===== config.mk =====
export PLATFORM = sky130hd
export DESIGN_NAME = clock_synth_config_bytes
export DESIGN_NICKNAME = d
export VERILOG_FILES = /design/src/rtl/clk_cfg_pkg.sv /design/src/rtl/clock_synth_config_bytes.sv
export SDC_FILE = /design/constraint.sdc
export NUM_CORES = 1
export LEC_CHECK = 0
export ABC_AREA = 1
export BUFFER_PORTS_ARGS = -buffer_cell sky130_fd_sc_hd__buf_2
export CAP_MARGIN = 20
export CORE_ASPECT_RATIO = 0.75
export CORE_MARGIN = 10
export CORE_UTILIZATION = 40
export DETAILED_ROUTE_END_ITERATION = 12
export PLACE_DENSITY = 0.65
export SETUP_SLACK_MARGIN = 0.15
export SYNTH_ARGS = -nofsm -noshare
export SYNTH_HDL_FRONTEND = slang
export SYNTH_SLANG_ARGS = --single-unit

===== constraint.sdc =====
create_clock -name ref_clk -period 1.5 [get_ports ref_clk]
set_input_delay 0.3 -clock ref_clk [delete_from_list [all_inputs] [get_ports ref_clk]]
set_output_delay 0.3 -clock ref_clk [all_outputs]
set_load 0.01 [all_outputs]

===== src/rtl/clk_cfg_pkg.sv =====
// Constants, types and layouts for the clock synthesizer configuration bytes
package clk_cfg_pkg;

    // ****************************************************************
    // Command and offsets
    // ****************************************************************
    localparam int CMD_BYTE_OP_BIT = 7;
    localparam logic [6:0] OFS_FREQ_SOFT_SEL = 7'h00;
    localparam logic [6:0] OFS_CURRENT_MULT = 7'h04;
    localparam logic [6:0] OFS_FREQ_STRAP = 7'h05;
    localparam logic [6:0] OFS_IDENT = 7'h06;

    // ****************************************************************
    // Field positions
    // ****************************************************************
    localparam int SOFT_SEL_LSB = 0;
    localparam int SOFT_SEL_MSB = 4;
    localparam int MULT_SOURCE_BIT = 7;
    localparam int SOFT_MULT_HI_BIT = 6;
    localparam int SOFT_MULT_LO_BIT = 5;
    localparam int LATCHED_FS_LSB = 3;
    localparam int LATCHED_FS_MSB = 7;
    localparam int FREQ_OVERRIDE_BIT = 2;
    localparam int SHARED_RATE_BIT = 1;
    localparam int USB_RATE_BIT = 0;

    // ****************************************************************
    // Reset values and codes
    // ****************************************************************
    localparam logic [4:0] SOFT_SEL_RESET = 5'h00;
    localparam logic MULT_SOURCE_RESET = 1'b0;
    localparam logic FREQ_OVERRIDE_RESET = 1'b0;
    localparam logic SHARED_RATE_RESET = 1'b0;
    localparam logic USB_RATE_RESET = 1'b1;
    localparam logic [2:0] MULT_BASE_FACTOR = 3'h4;
    localparam logic [7:0] READ_ZERO = 8'h00;

    // ****************************************************************
    // Strap sampling timing
    // ****************************************************************
    localparam logic [1:0] STRAP_SETTLE_CYCLES = 2'h3;

    // ****************************************************************
    // Carriers
    // ****************************************************************
    typedef struct packed {
        logic valid;
        logic write;
        logic [7:0] code;
        logic [7:0] data;
    } byte_cmd_t;

    typedef struct packed {
        logic [4:0] freq_select;
        logic [1:0] current_mult_code;
        logic [2:0] output_high_current_factor;
        logic shared_output_rate_sel;
        logic usb_rate_output_sel;
    } clk_cfg_t;

    typedef enum logic [1:0] {
        ST_SETTLE = 2'b01,
        ST_RUN = 2'b10
    } strap_state_t;

endpackage


===== src/rtl/clock_synth_config_bytes.sv =====
// Configuration bytes 0, 4, 5 and 6 of the clock synthesizer with strap capture
// ****************************************************************
// ****************************************************************
`timescale 1ns/1ps

module clock_synth_config_bytes
    import clk_cfg_pkg::*;
#(
    parameter logic [3:0] REVISION_CODE = 4'h3,  // Arbitrary value
    parameter logic [3:0] MAKER_CODE = 4'h5      // Arbitrary value
) (
    input wire logic ref_clk,
    input wire logic nrst,
    input wire byte_cmd_t cmd,
    output logic cmd_ack,
    output logic [7:0] rd_data,
    output logic rd_valid,
    input wire logic [4:0] freq_strap_inputs,
    input wire logic [1:0] current_mult_straps,
    output logic straps_captured,
    output clk_cfg_t clk_cfg
);

    // ****************************************************************
    // Strap synchronisers
    // ****************************************************************
    logic [6:0] strap_s1_reg;
    logic [6:0] strap_s2_reg;
    logic [6:0] strap_s3_reg;
    wire strap_stable = (strap_s2_reg == strap_s3_reg);

    always_ff @(posedge ref_clk) begin
        strap_s1_reg <= {current_mult_straps, freq_strap_inputs};
        strap_s2_reg <= strap_s1_reg;
        strap_s3_reg <= strap_s2_reg;
    end

    // ****************************************************************
    // One-shot strap capture after reset release
    // ****************************************************************
    strap_state_t state_reg;
    strap_state_t state_next;
    logic [1:0] settle_reg;
    logic [1:0] settle_next;
    logic capture;

    // Wait until the pipeline holds only post-reset samples, then take a stable value
    wire settled = (settle_reg == STRAP_SETTLE_CYCLES);

    always_comb begin
        state_next = state_reg;
        settle_next = settle_reg;
        capture = 1'b0;
        unique case (state_reg)
            ST_SETTLE: begin
                if (!settled) begin
                    settle_next = settle_reg + 2'h1;
                end else if (strap_stable) begin
                    capture = 1'b1;
                    state_next = ST_RUN;
                end
            end
            ST_RUN: begin
                state_next = ST_RUN;
            end
        endcase
    end

    always_ff @(posedge ref_clk) begin
        if (!nrst) begin
            state_reg <= ST_SETTLE;
            settle_reg <= 2'h0;
        end else begin
            state_reg <= state_next;
            settle_reg <= settle_next;
        end
    end

    assign straps_captured = (state_reg == ST_RUN);

    // ****************************************************************
    // Command decode
    // ****************************************************************
    wire byte_op = cmd.valid && cmd.code[CMD_BYTE_OP_BIT];
    wire [6:0] offset = cmd.code[6:0];
    wire wr_en = byte_op && cmd.write;
    wire rd_en = byte_op && !cmd.write;
    wire hit_soft_sel = (offset == OFS_FREQ_SOFT_SEL);
    wire hit_mult = (offset == OFS_CURRENT_MULT);
    wire hit_strap = (offset == OFS_FREQ_STRAP);
    wire hit_ident = (offset == OFS_IDENT);

    // Handshake is immediate: every byte command is taken in the cycle it is offered
    assign cmd_ack = byte_op;

    // ****************************************************************
    // Registers
    // ****************************************************************
    logic [4:0] soft_sel_reg;
    logic current_mult_source_sel_reg;
    logic soft_current_mult_hi_reg;
    logic soft_current_mult_lo_reg;
    logic [4:0] latched_fs_reg;
    logic [1:0] latched_mult_reg;
    logic freq_source_override_reg;
    logic shared_output_rate_sel_reg;
    logic usb_rate_output_sel_reg;

    always_ff @(posedge ref_clk) begin
        if (!nrst) begin
            soft_sel_reg <= SOFT_SEL_RESET;
            current_mult_source_sel_reg <= MULT_SOURCE_RESET;
            freq_source_override_reg <= FREQ_OVERRIDE_RESET;
            shared_output_rate_sel_reg <= SHARED_RATE_RESET;
            usb_rate_output_sel_reg <= USB_RATE_RESET;
        end else if (wr_en) begin
            if (hit_soft_sel) begin
                soft_sel_reg <= cmd.data[SOFT_SEL_MSB:SOFT_SEL_LSB];
            end
            if (hit_mult) begin
                // Bit 0 is a vendor test bit the host keeps at 0; it is not stored
                current_mult_source_sel_reg <= cmd.data[MULT_SOURCE_BIT];
            end
            if (hit_strap) begin
                freq_source_override_reg <= cmd.data[FREQ_OVERRIDE_BIT];
                shared_output_rate_sel_reg <= cmd.data[SHARED_RATE_BIT];
                usb_rate_output_sel_reg <= cmd.data[USB_RATE_BIT];
            end
        end
    end

    // Capture wins over a host write of the soft multiplier in the same cycle
    always_ff @(posedge ref_clk) begin
        if (!nrst) begin
            soft_current_mult_hi_reg <= 1'b0;
            soft_current_mult_lo_reg <= 1'b0;
        end else if (capture) begin
            soft_current_mult_hi_reg <= strap_s3_reg[6];
            soft_current_mult_lo_reg <= strap_s3_reg[5];
        end else if (wr_en && hit_mult) begin
            soft_current_mult_hi_reg <= cmd.data[SOFT_MULT_HI_BIT];
            soft_current_mult_lo_reg <= cmd.data[SOFT_MULT_LO_BIT];
        end
    end

    // Latched straps have no write path at all
    always_ff @(posedge ref_clk) begin
        if (!nrst) begin
            latched_fs_reg <= 5'h00;
            latched_mult_reg <= 2'h0;
        end else if (capture) begin
            latched_fs_reg <= strap_s3_reg[4:0];
            latched_mult_reg <= strap_s3_reg[6:5];
        end
    end

    // ****************************************************************
    // Read path
    // ****************************************************************
    wire [7:0] soft_sel_byte = {3'h0, soft_sel_reg};
    wire [7:0] mult_byte = {current_mult_source_sel_reg, soft_current_mult_hi_reg,
                            soft_current_mult_lo_reg, 5'h00};
    wire [7:0] strap_byte = {latched_fs_reg, freq_source_override_reg,
                             shared_output_rate_sel_reg, usb_rate_output_sel_reg};
    wire [7:0] ident_byte = {REVISION_CODE, MAKER_CODE};
    wire [7:0] read_mux = hit_soft_sel ? soft_sel_byte :
                          hit_mult ? mult_byte :
                          hit_strap ? strap_byte :
                          hit_ident ? ident_byte : READ_ZERO;

    always_ff @(posedge ref_clk) begin
        if (!nrst) begin
            rd_data <= READ_ZERO;
            rd_valid <= 1'b0;
        end else begin
            rd_valid <= rd_en;
            if (rd_en) begin
                rd_data <= read_mux;
            end
        end
    end

    // ****************************************************************
    // Clock configuration outputs
    // ****************************************************************
    wire [1:0] soft_mult = {soft_current_mult_hi_reg, soft_current_mult_lo_reg};
    wire [1:0] mult_code_next = current_mult_source_sel_reg ? soft_mult
                                                            : latched_mult_reg;
    wire [2:0] factor_next = MULT_BASE_FACTOR + {1'b0, mult_code_next};
    wire [4:0] freq_next = freq_source_override_reg ? soft_sel_reg
                                                    : latched_fs_reg;

    always_ff @(posedge ref_clk) begin
        if (!nrst) begin
            clk_cfg <= '{freq_select: 5'h00, current_mult_code: 2'h0,
                         output_high_current_factor: MULT_BASE_FACTOR,
                         shared_output_rate_sel: SHARED_RATE_RESET,
                         usb_rate_output_sel: USB_RATE_RESET};
        end else begin
            clk_cfg.freq_select <= freq_next;
            clk_cfg.current_mult_code <= mult_code_next;
            clk_cfg.output_high_current_factor <= factor_next;
            clk_cfg.shared_output_rate_sel <= shared_output_rate_sel_reg;
            clk_cfg.usb_rate_output_sel <= usb_rate_output_sel_reg;
        end
    end

endmodule


==> results of run 1 <==
==> per-stage QoR <==
step / utilization / setup TNS, ns
2_1_floorplan: - / 0
3_3_place_gp: 0.4752 / 0
3_5_place_dp: 0.4752 / -0.0006877
4_1_cts: 0.5366 / 0
5_1_grt: 0.5457 / -0.2780
6_report: 0.5457 / 0
==> power by group <==
group          switching [W]  internal, W
sequential         0.0000472      0.00169
combinational       0.000161     0.000137
clock               0.000599      0.00102
total               0.000807      0.00285
==> layout make-up <==
cell class / instances / area, um2
clock inverters: 4 / 70.07
fillers: 485 / 2445
inverters: 52 / 195.2
flip-flops and latches: 61 / 1225
repair buffers: 61 / 349.1
well taps: 75 / 93.84
clock buffers: 12 / 155.1
multi-input cells: 159 / 848.3
==> cells by family (layout without fill, tap and decap cells) <==
family | Yosys count | count (layout)
simple gates | 88 | 89
xor+xnor | 1 | 1
fa+ha+maj | 1 | 1
buf+inv | 60 | 129
flops | 61 | 61
compound gates | 67 | 67
other cells | 1 | 1
==> Yosys cell counts (2+ instances only) <==
| cell type | number |
|---|---|
| dfxtp_1 | 61 |
| inv_1 | 47 |
| nand2_1 | 44 |
| a21oi_1 | 31 |
| nor2_1 | 28 |
| o21ai_0 | 27 |
| o21ai_1 | 5 |
| inv_2 | 4 |
| nor2_4 | 4 |
| buf_4 | 3 |
| clkbuf_1 | 3 |
| nand3_1 | 3 |
| nand4_1 | 3 |
| nand2_2 | 2 |
| o22ai_1 | 2 |
==> metal layers <==
| metal | vias to the layer above | track usage |
|---|---|---|
| met5 | - | 0 |
| met4 | 0 | 0.04663 |
| met3 | 4 | 0.07100 |
| met2 | 65 | 0.1586 |
| met1 | 819 | 0.1405 |
| li1 | 1000 | - |
==> repair_timing <==
item | in CTS | in global routing
resized for setup | 17 | 7
setup buffers | 5 | 4
endpoints found under the setup margin | 9 | 11
pin swaps | 6 | 8
gates cloned | 1 | 0
==> how the worst min path moves through the flow <==
stage / from / endpoint / cells after the start
floorplan: strap_s1_reg[0]$_DFF_P_ / strap_s2_reg[0]$_DFF_P_ / 0
global placement: strap_s1_reg[4]$_DFF_P_ / strap_s2_reg[4]$_DFF_P_ / 0
detailed placement: strap_s1_reg[0]$_DFF_P_ / strap_s2_reg[0]$_DFF_P_ / 0
CTS: current_mult_straps[1] / strap_s1_reg[6]$_DFF_P_ / 1
global route: current_mult_straps[1] / strap_s1_reg[6]$_DFF_P_ / 1
finish: current_mult_straps[0] / strap_s1_reg[5]$_DFF_P_ / 1
==> impl_metrics.py, run 1 <==
metrics = {
    "yosys": {
        "synth_xor_area_frac": 0.003904,
        "synth_compound_area_frac": 0.1539,
        "synthTopCellsByArea": "dfxtp_1 (54%), inv_1 (7.9%), nand2_1 (7.4%)",
        "ys_warn_count": 0,
        "syn_area_um2": 2243,
        "synth_area_per_cell_um2": 8.041,
        "netlist.area_leader.share": 0.5443,
        "ys_ff_latch": 61,
        "synth_cell_type_count": 27,
        "syn-instance-count": 279,
        "synthFlopType": "dfxtp_1",
        "syn_nets": 307,
        "synth-edff-count": 0,
        "synth_top_family_by_area": "simple AND/OR/NAND/NOR gates",
        "ys_seq_area_frac": 0.5443,
        "async_reset_ff_frac": 0,
        "synth.area.mux_share": 0,
        "synthAdderAreaFrac": 0.005577,
        "synth_top_area_cell": "dfxtp_1",
        "synth-simple-area-share": 0.1813,
    },
    "critical_path": {
        "critical-path-top-delay-family": "simple AND/OR/NAND/NOR gates",
        "crit_start": "settle_reg[1]$_SDFFE_PN0N_",
        "crit_chain": "ha_4 -> inv_2 -> a21oi_2 -> nand2_2 -> nor2_4 -> nand3_4 -> buf_4 -> buf_6 -> a21oi_2",
        "regToRegSetupSlack_ns": 0.04,
        "cp_max_fo": 7,
        "r2r_end": "latched_fs_reg[1]$_SDFFE_PN0P_",
        "crit_top_cell": "a21oi_2",
        "endpoint_kind": "flip-flop",
        "r2r_cells": 9,
        "worstSetupPathType": "reg2reg",
        "cp_num_buf_inv": 3,
        "max_stage_delay_ns": 0.35,
        "cp.required_ns": 1.77,
        "cp.arrival_ns": 1.73,
        "crit_path_start_kind": "flip-flop",
        "crit-reg2reg-launch": "settle_reg[1]$_SDFFE_PN0N_",
        "cp_num_cells": 9,
        "critPathCapture": "latched_fs_reg[1]$_SDFFE_PN0P_",
        "slowest_stage": "dfxtp_2",
    },
    "detailed_routing": {
        "finalWirelength_mm": 5.090,
        "wl_met3_um": 482,
        "drc": 0,
        "vias": 1888,
        "avgViaCountPerCell": 4.453,
        "ant_nets": 0,
        "wl_met2_mm": 2.055,
        "drt_first_iter_violations": 95,
        "top_layer_used": "met4",
        "wirelength_met1_mm": 2.527,
        "drt_pass1_iterations": 4,
        "avgRoutedWirePerCell_um": 12.00,
    },
    "clock_network": {
        "cts_max_path_buffers": 2,
        "cts.sinks": 61,
        "postCtsHoldBufs": 0,
        "cts_tree": "built",
        "cts-root-buf": "clkbuf_8",
        "path_clk_slew_ns": 0.07,
        "clk_latency_ns": 0.34,
        "h-tree-depth": 3,
        "cts_buffers": 9,
    },
    "cells_and_area": {
        "layout.cells.non_filler": 424,
        "top_regs": "clk_cfg x9, rd_data x8",
        "largest_reg_flops": 9,
        "final_layout_size_suffix_gt1_frac": 0.3152,
        "mostFrequentLayoutCells": "dfxtp_1 (58), buf_2 (48), inv_1 (46), nand2_1 (39)",
        "nNetsFinal": 372,
        "n_antenna_cell": 0,
        "final_common_cell": "dfxtp_1",
        "areaGrowthSynthToFinish_pct": 30.90,
        "design_area_um2": 2937,
        "largest-register": "clk_cfg",
    },
    "outcome": {
        "status": "completed",
    },
    "global_route": {
        "grt_pass1_vias": 1776,
        "grt_usage": 0.1150,
        "grt_pass1_wl_mm": 8.300,
        "antenna_found_initial": 0,
        "grt.overflow.total": 0,
        "grt_max_degree": 27,
    },
    "place": {
        "placed_area_um2": 2557,
        "dp_hpwl_mm": 3.577,
        "portBuffers": 48,
        "dp.cells": 398,
        "gp_congestion": 0.7952,
        "dp_slack_ns": -0.0006877,
    },
    "job": {
        "maxCapViolCount": 0,
    },
    "power": {
        "power-per-cell-area_nw_per_um2": 1246,
        "power_w": 0.003659,
        "vdd_drop_max_mv": 0.8437,
        "p_leak_nw": 1.423,
    },
    "floorplanning": {
        "start_util": 0.4169,
        "num_rows": 23,
        "die_y_um": 84.86,
        "io_pins": 50,
        "chipWidth_um": 106.5,
        "die_area_um2": 9035,
        "core_area_um2": 5381,
    },
    "sta": {
        "final-setup-viol-count": 0,
        "period_share": 0.9707,
        "rsz0062_at_grt": "true",
        "hold_violations": 0,
        "fin_ws_ns": 0.04398,
        "timing.final.max_slew_violations": 0,
        "max_freq_mhz": 686.8,
        "fin_crit_ns": 1.456,
        "hold_ws_ns": 0.06468,
        "fin_worst_skew_ns": 0.01147,
    },
    "hold_path": {
        "worst_hold_path_type": "in2reg",
    },
}
(Power assumes the default switching activity.)
==> run 2, diff against run 1 <==
ABC_AREA = unset   (was 1)
TNS_END_PERCENT = 50   (was unset)
==> run 2 against run 1 <==
- the run now ends with negative setup slack left
- fmax decreased by 5.9%
- critical endpoint is now freq_source_override_reg$_SDFFE_PN0P_
- register-to-register slack got worse by 0.06 ns
- utilization up 1.3 points
==> impl_metrics.py, run 2 <==
metrics = {
    "detailed_routing": {
        "avgViaCountPerCell": 4.857,
        "drt_first_iter_violations": 43,
        "finalWirelength_mm": 5.073,
        "avgRoutedWirePerCell_um": 13.98,
        "vias": 1763,
        "drc": 0,
        "ant_nets": 0,
        "drt_pass1_iterations": 4,
    },
    "sta": {
        "fin_worst_skew_ns": 0.005254,
        "hold_ws_ns": 0.05481,
        "rsz0062_at_grt": "true",
        "tightest_slew_ns": 0.7062,
        "fin_crit_ns": 1.547,
        "max_freq_mhz": 646.4,
        "hold_violations": 0,
        "fin_ws_ns": -0.04711,
        "final-setup-viol-count": 10,
        "timing.final.max_slew_violations": 0,
        "slew_headroom": 0.5282,
        "period_share": 1.031,
    },
    "yosys": {
        "synthTopCellsByArea": "dfxtp_1 (55%), mux2i_1 (7.7%), a21oi_1 (4.1%)",
        "synth.area.mux_share": 0.08735,
        "syn_area_um2": 2206,
        "ys_ff_latch": 61,
        "synth_top_family_by_area": "simple AND/OR/NAND/NOR gates",
        "synthFlopType": "dfxtp_1",
        "synth_common_cells": "dfxtp_1 (61), nor2_1 (20), a21oi_1 (18)",
        "synth_cell_type_count": 36,
        "yosysMostFrequentCell": "dfxtp_1",
        "synth_top_area_cell": "dfxtp_1",
        "syn-instance-count": 216,
        "async_reset_ff_frac": 0,
        "syn_nets": 244,
        "synth-simple-area-share": 0.1787,
        "synth_compound_area_frac": 0.1021,
        "synthAdderAreaFrac": 0.005672,
        "synth-edff-count": 0,
        "netlist.area_leader.share": 0.5536,
        "synth_area_per_cell_um2": 10.21,
        "ys_seq_area_frac": 0.5536,
        "synth_xor_area_frac": 0.03176,
        "ys_warn_count": 0,
    },
    "job": {
        "maxCapViolCount": 0,
    },
    "critical_path": {
        "worstSetupPathType": "in2reg",
        "cp_num_cells": 5,
        "crit_chain": "buf_6 -> or4_4 -> or4_4 -> mux2i_1 -> nor2_1",
        "crit_top_cell": "or4_4",
        "cp_num_buf_inv": 1,
        "max_stage_delay_ns": 0.57,
        "critical-path-top-delay-family": "simple AND/OR/NAND/NOR gates",
        "crit_path_start_kind": "input port",
        "r2r_cells": 5,
        "cp.required_ns": 1.72,
        "cp.arrival_ns": 1.77,
        "slowest_stage": "or4_4",
        "regToRegSetupSlack_ns": -0.02,
        "crit-reg2reg-launch": "settle_reg[1]$_SDFFE_PN0N_",
        "cp_max_fo": 4,
        "endpoint_kind": "flip-flop",
        "critPathCapture": "freq_source_override_reg$_SDFFE_PN0P_",
        "r2r_end": "soft_current_mult_lo_reg$_SDFFE_PN0P_",
        "crit_start": "cmd[12]",
    },
    "cells_and_area": {
        "top_regs": "clk_cfg x9, rd_data x8",
        "final_common_cell": "dfxtp_1",
        "fill_cells": 512,
        "design_area_um2": 2988,
        "largest_reg_flops": 9,
        "final_layout_size_suffix_gt1_frac": 0.3854,
        "n_antenna_cell": 0,
        "areaGrowthSynthToFinish_pct": 35.45,
        "mostFrequentLayoutCells": "dfxtp_1 (57), buf_2 (46), nor2_1 (19)",
        "utilization": 0.5582,
        "largest-register": "clk_cfg",
        "nNetsFinal": 311,
    },
    "global_route": {
        "grt_usage": 0.1169,
        "grt_pass1_vias": 1757,
        "grt_max_degree": 29,
        "grt_pass1_wl_mm": 8.314,
        "antenna_found_initial": 0,
        "grt.overflow.total": 0,
    },
    "floorplanning": {
        "start_util": 0.4121,
        "core_area_um2": 5353,
        "die_y_um": 84.31,
        "chipWidth_um": 105.8,
        "die_area_um2": 8916,
        "io_pins": 50,
        "num_rows": 23,
    },
    "power": {
        "power_w": 0.003711,
        "vdd_drop_max_mv": 0.8658,
        "power-per-cell-area_nw_per_um2": 1242,
        "p_leak_nw": 1.206,
    },
    "clock_network": {
        "h-tree-depth": 3,
        "path_clk_slew_ns": 0.07,
        "postCtsHoldBufs": 0,
        "cts_tree": "built",
        "cts.sinks": 61,
        "cts-root-buf": "clkbuf_8",
        "cts_buffers": 9,
        "clk_latency_ns": 0.34,
        "cts_max_path_buffers": 2,
    },
    "place": {
        "gp_congestion": 0.7979,
        "placed_area_um2": 2609,
        "portBuffers": 48,
        "dp_hpwl_mm": 3.631,
    },
    "outcome": {
        "status": "finished with violations",
        "violations": "negative setup slack",
    },
    "hold_path": {
        "worst_hold_path_type": "in2reg",
    },
}
-- run 2: final cells by class --
class	count	area, um2	share of cell area
clock inverters	7	98.84	0.03308
multi-input cells	140	1012	0.3388
well taps	75	93.84	0.03141
repair buffers	69	425.4	0.1424
clock buffers	9	123.9	0.04146
inverters	2	7.507	0.002513
flip-flops and latches	61	1226	0.4104
-- run 2: cell families (layout without fill, tap and decap cells) --
kind of cell	Yosys count	count (layout)
compound gates	41	41
mux	19	19
simple gates	69	70
flops	61	61
buf+inv	16	87
other cells	1	1
xor+xnor	8	8
fa+ha+maj	1	1
-- run 2: stage by stage --
stage          setup WS [ns]  TNS (ns)  std cells
3_3_place_gp         -0.3961    -4.827        342
4_1_cts             -0.04928   -0.1248        361
3_5_place_dp         -0.4262    -5.269        342
5_1_grt             -0.06145   -0.5973        363
6_report            -0.04711   -0.1573        363
2_1_floorplan        -0.4011    -2.888        216
-- run 2: layer usage --
layer	vias up	part of all wire	GRT usage
met2	34	0.50	0.1906
met1	829	0.43	0.1268
met4	0	0.015	0.05153
met5	-	0	0
li1	890	-	-
met3	10	0.051	0.05649
-- run 2: worst min-delay path by stage --
stage | slack [ns] | end | cells past startpoint | startpoint
after floorplan | 0.31 | strap_s2_reg[0]$_DFF_P_ | 0 | strap_s1_reg[0]$_DFF_P_
after global placement | 0.31 | strap_s2_reg[6]$_DFF_P_ | 0 | strap_s1_reg[6]$_DFF_P_
after detailed placement | 0.31 | strap_s2_reg[5]$_DFF_P_ | 0 | strap_s1_reg[5]$_DFF_P_
after CTS | 0.04 | strap_s1_reg[5]$_DFF_P_ | 1 | current_mult_straps[0]
after global routing | 0.03 | strap_s1_reg[6]$_DFF_P_ | 1 | current_mult_straps[1]
final | 0.05 | strap_s1_reg[5]$_DFF_P_ | 1 | current_mult_straps[0]
-- run 2: power breakdown --
group / internal (W) / switching (W) / leakage (nW)
registers: 0.00169 / 0.0000492 / 0.501
clock network: 0.000942 / 0.000664 / 0.110
logic: 0.000182 / 0.000180 / 0.595
-- run 2: repair_timing --
action / in CTS / in global routing
gates resized for setup: 13 / 19
gates cloned: 1 / 0
hold endpoints to repair: 0 / 0
pin swaps: 5 / 10
endpoints found under the setup margin: 20 / 27
buffers inserted: 2 / 2
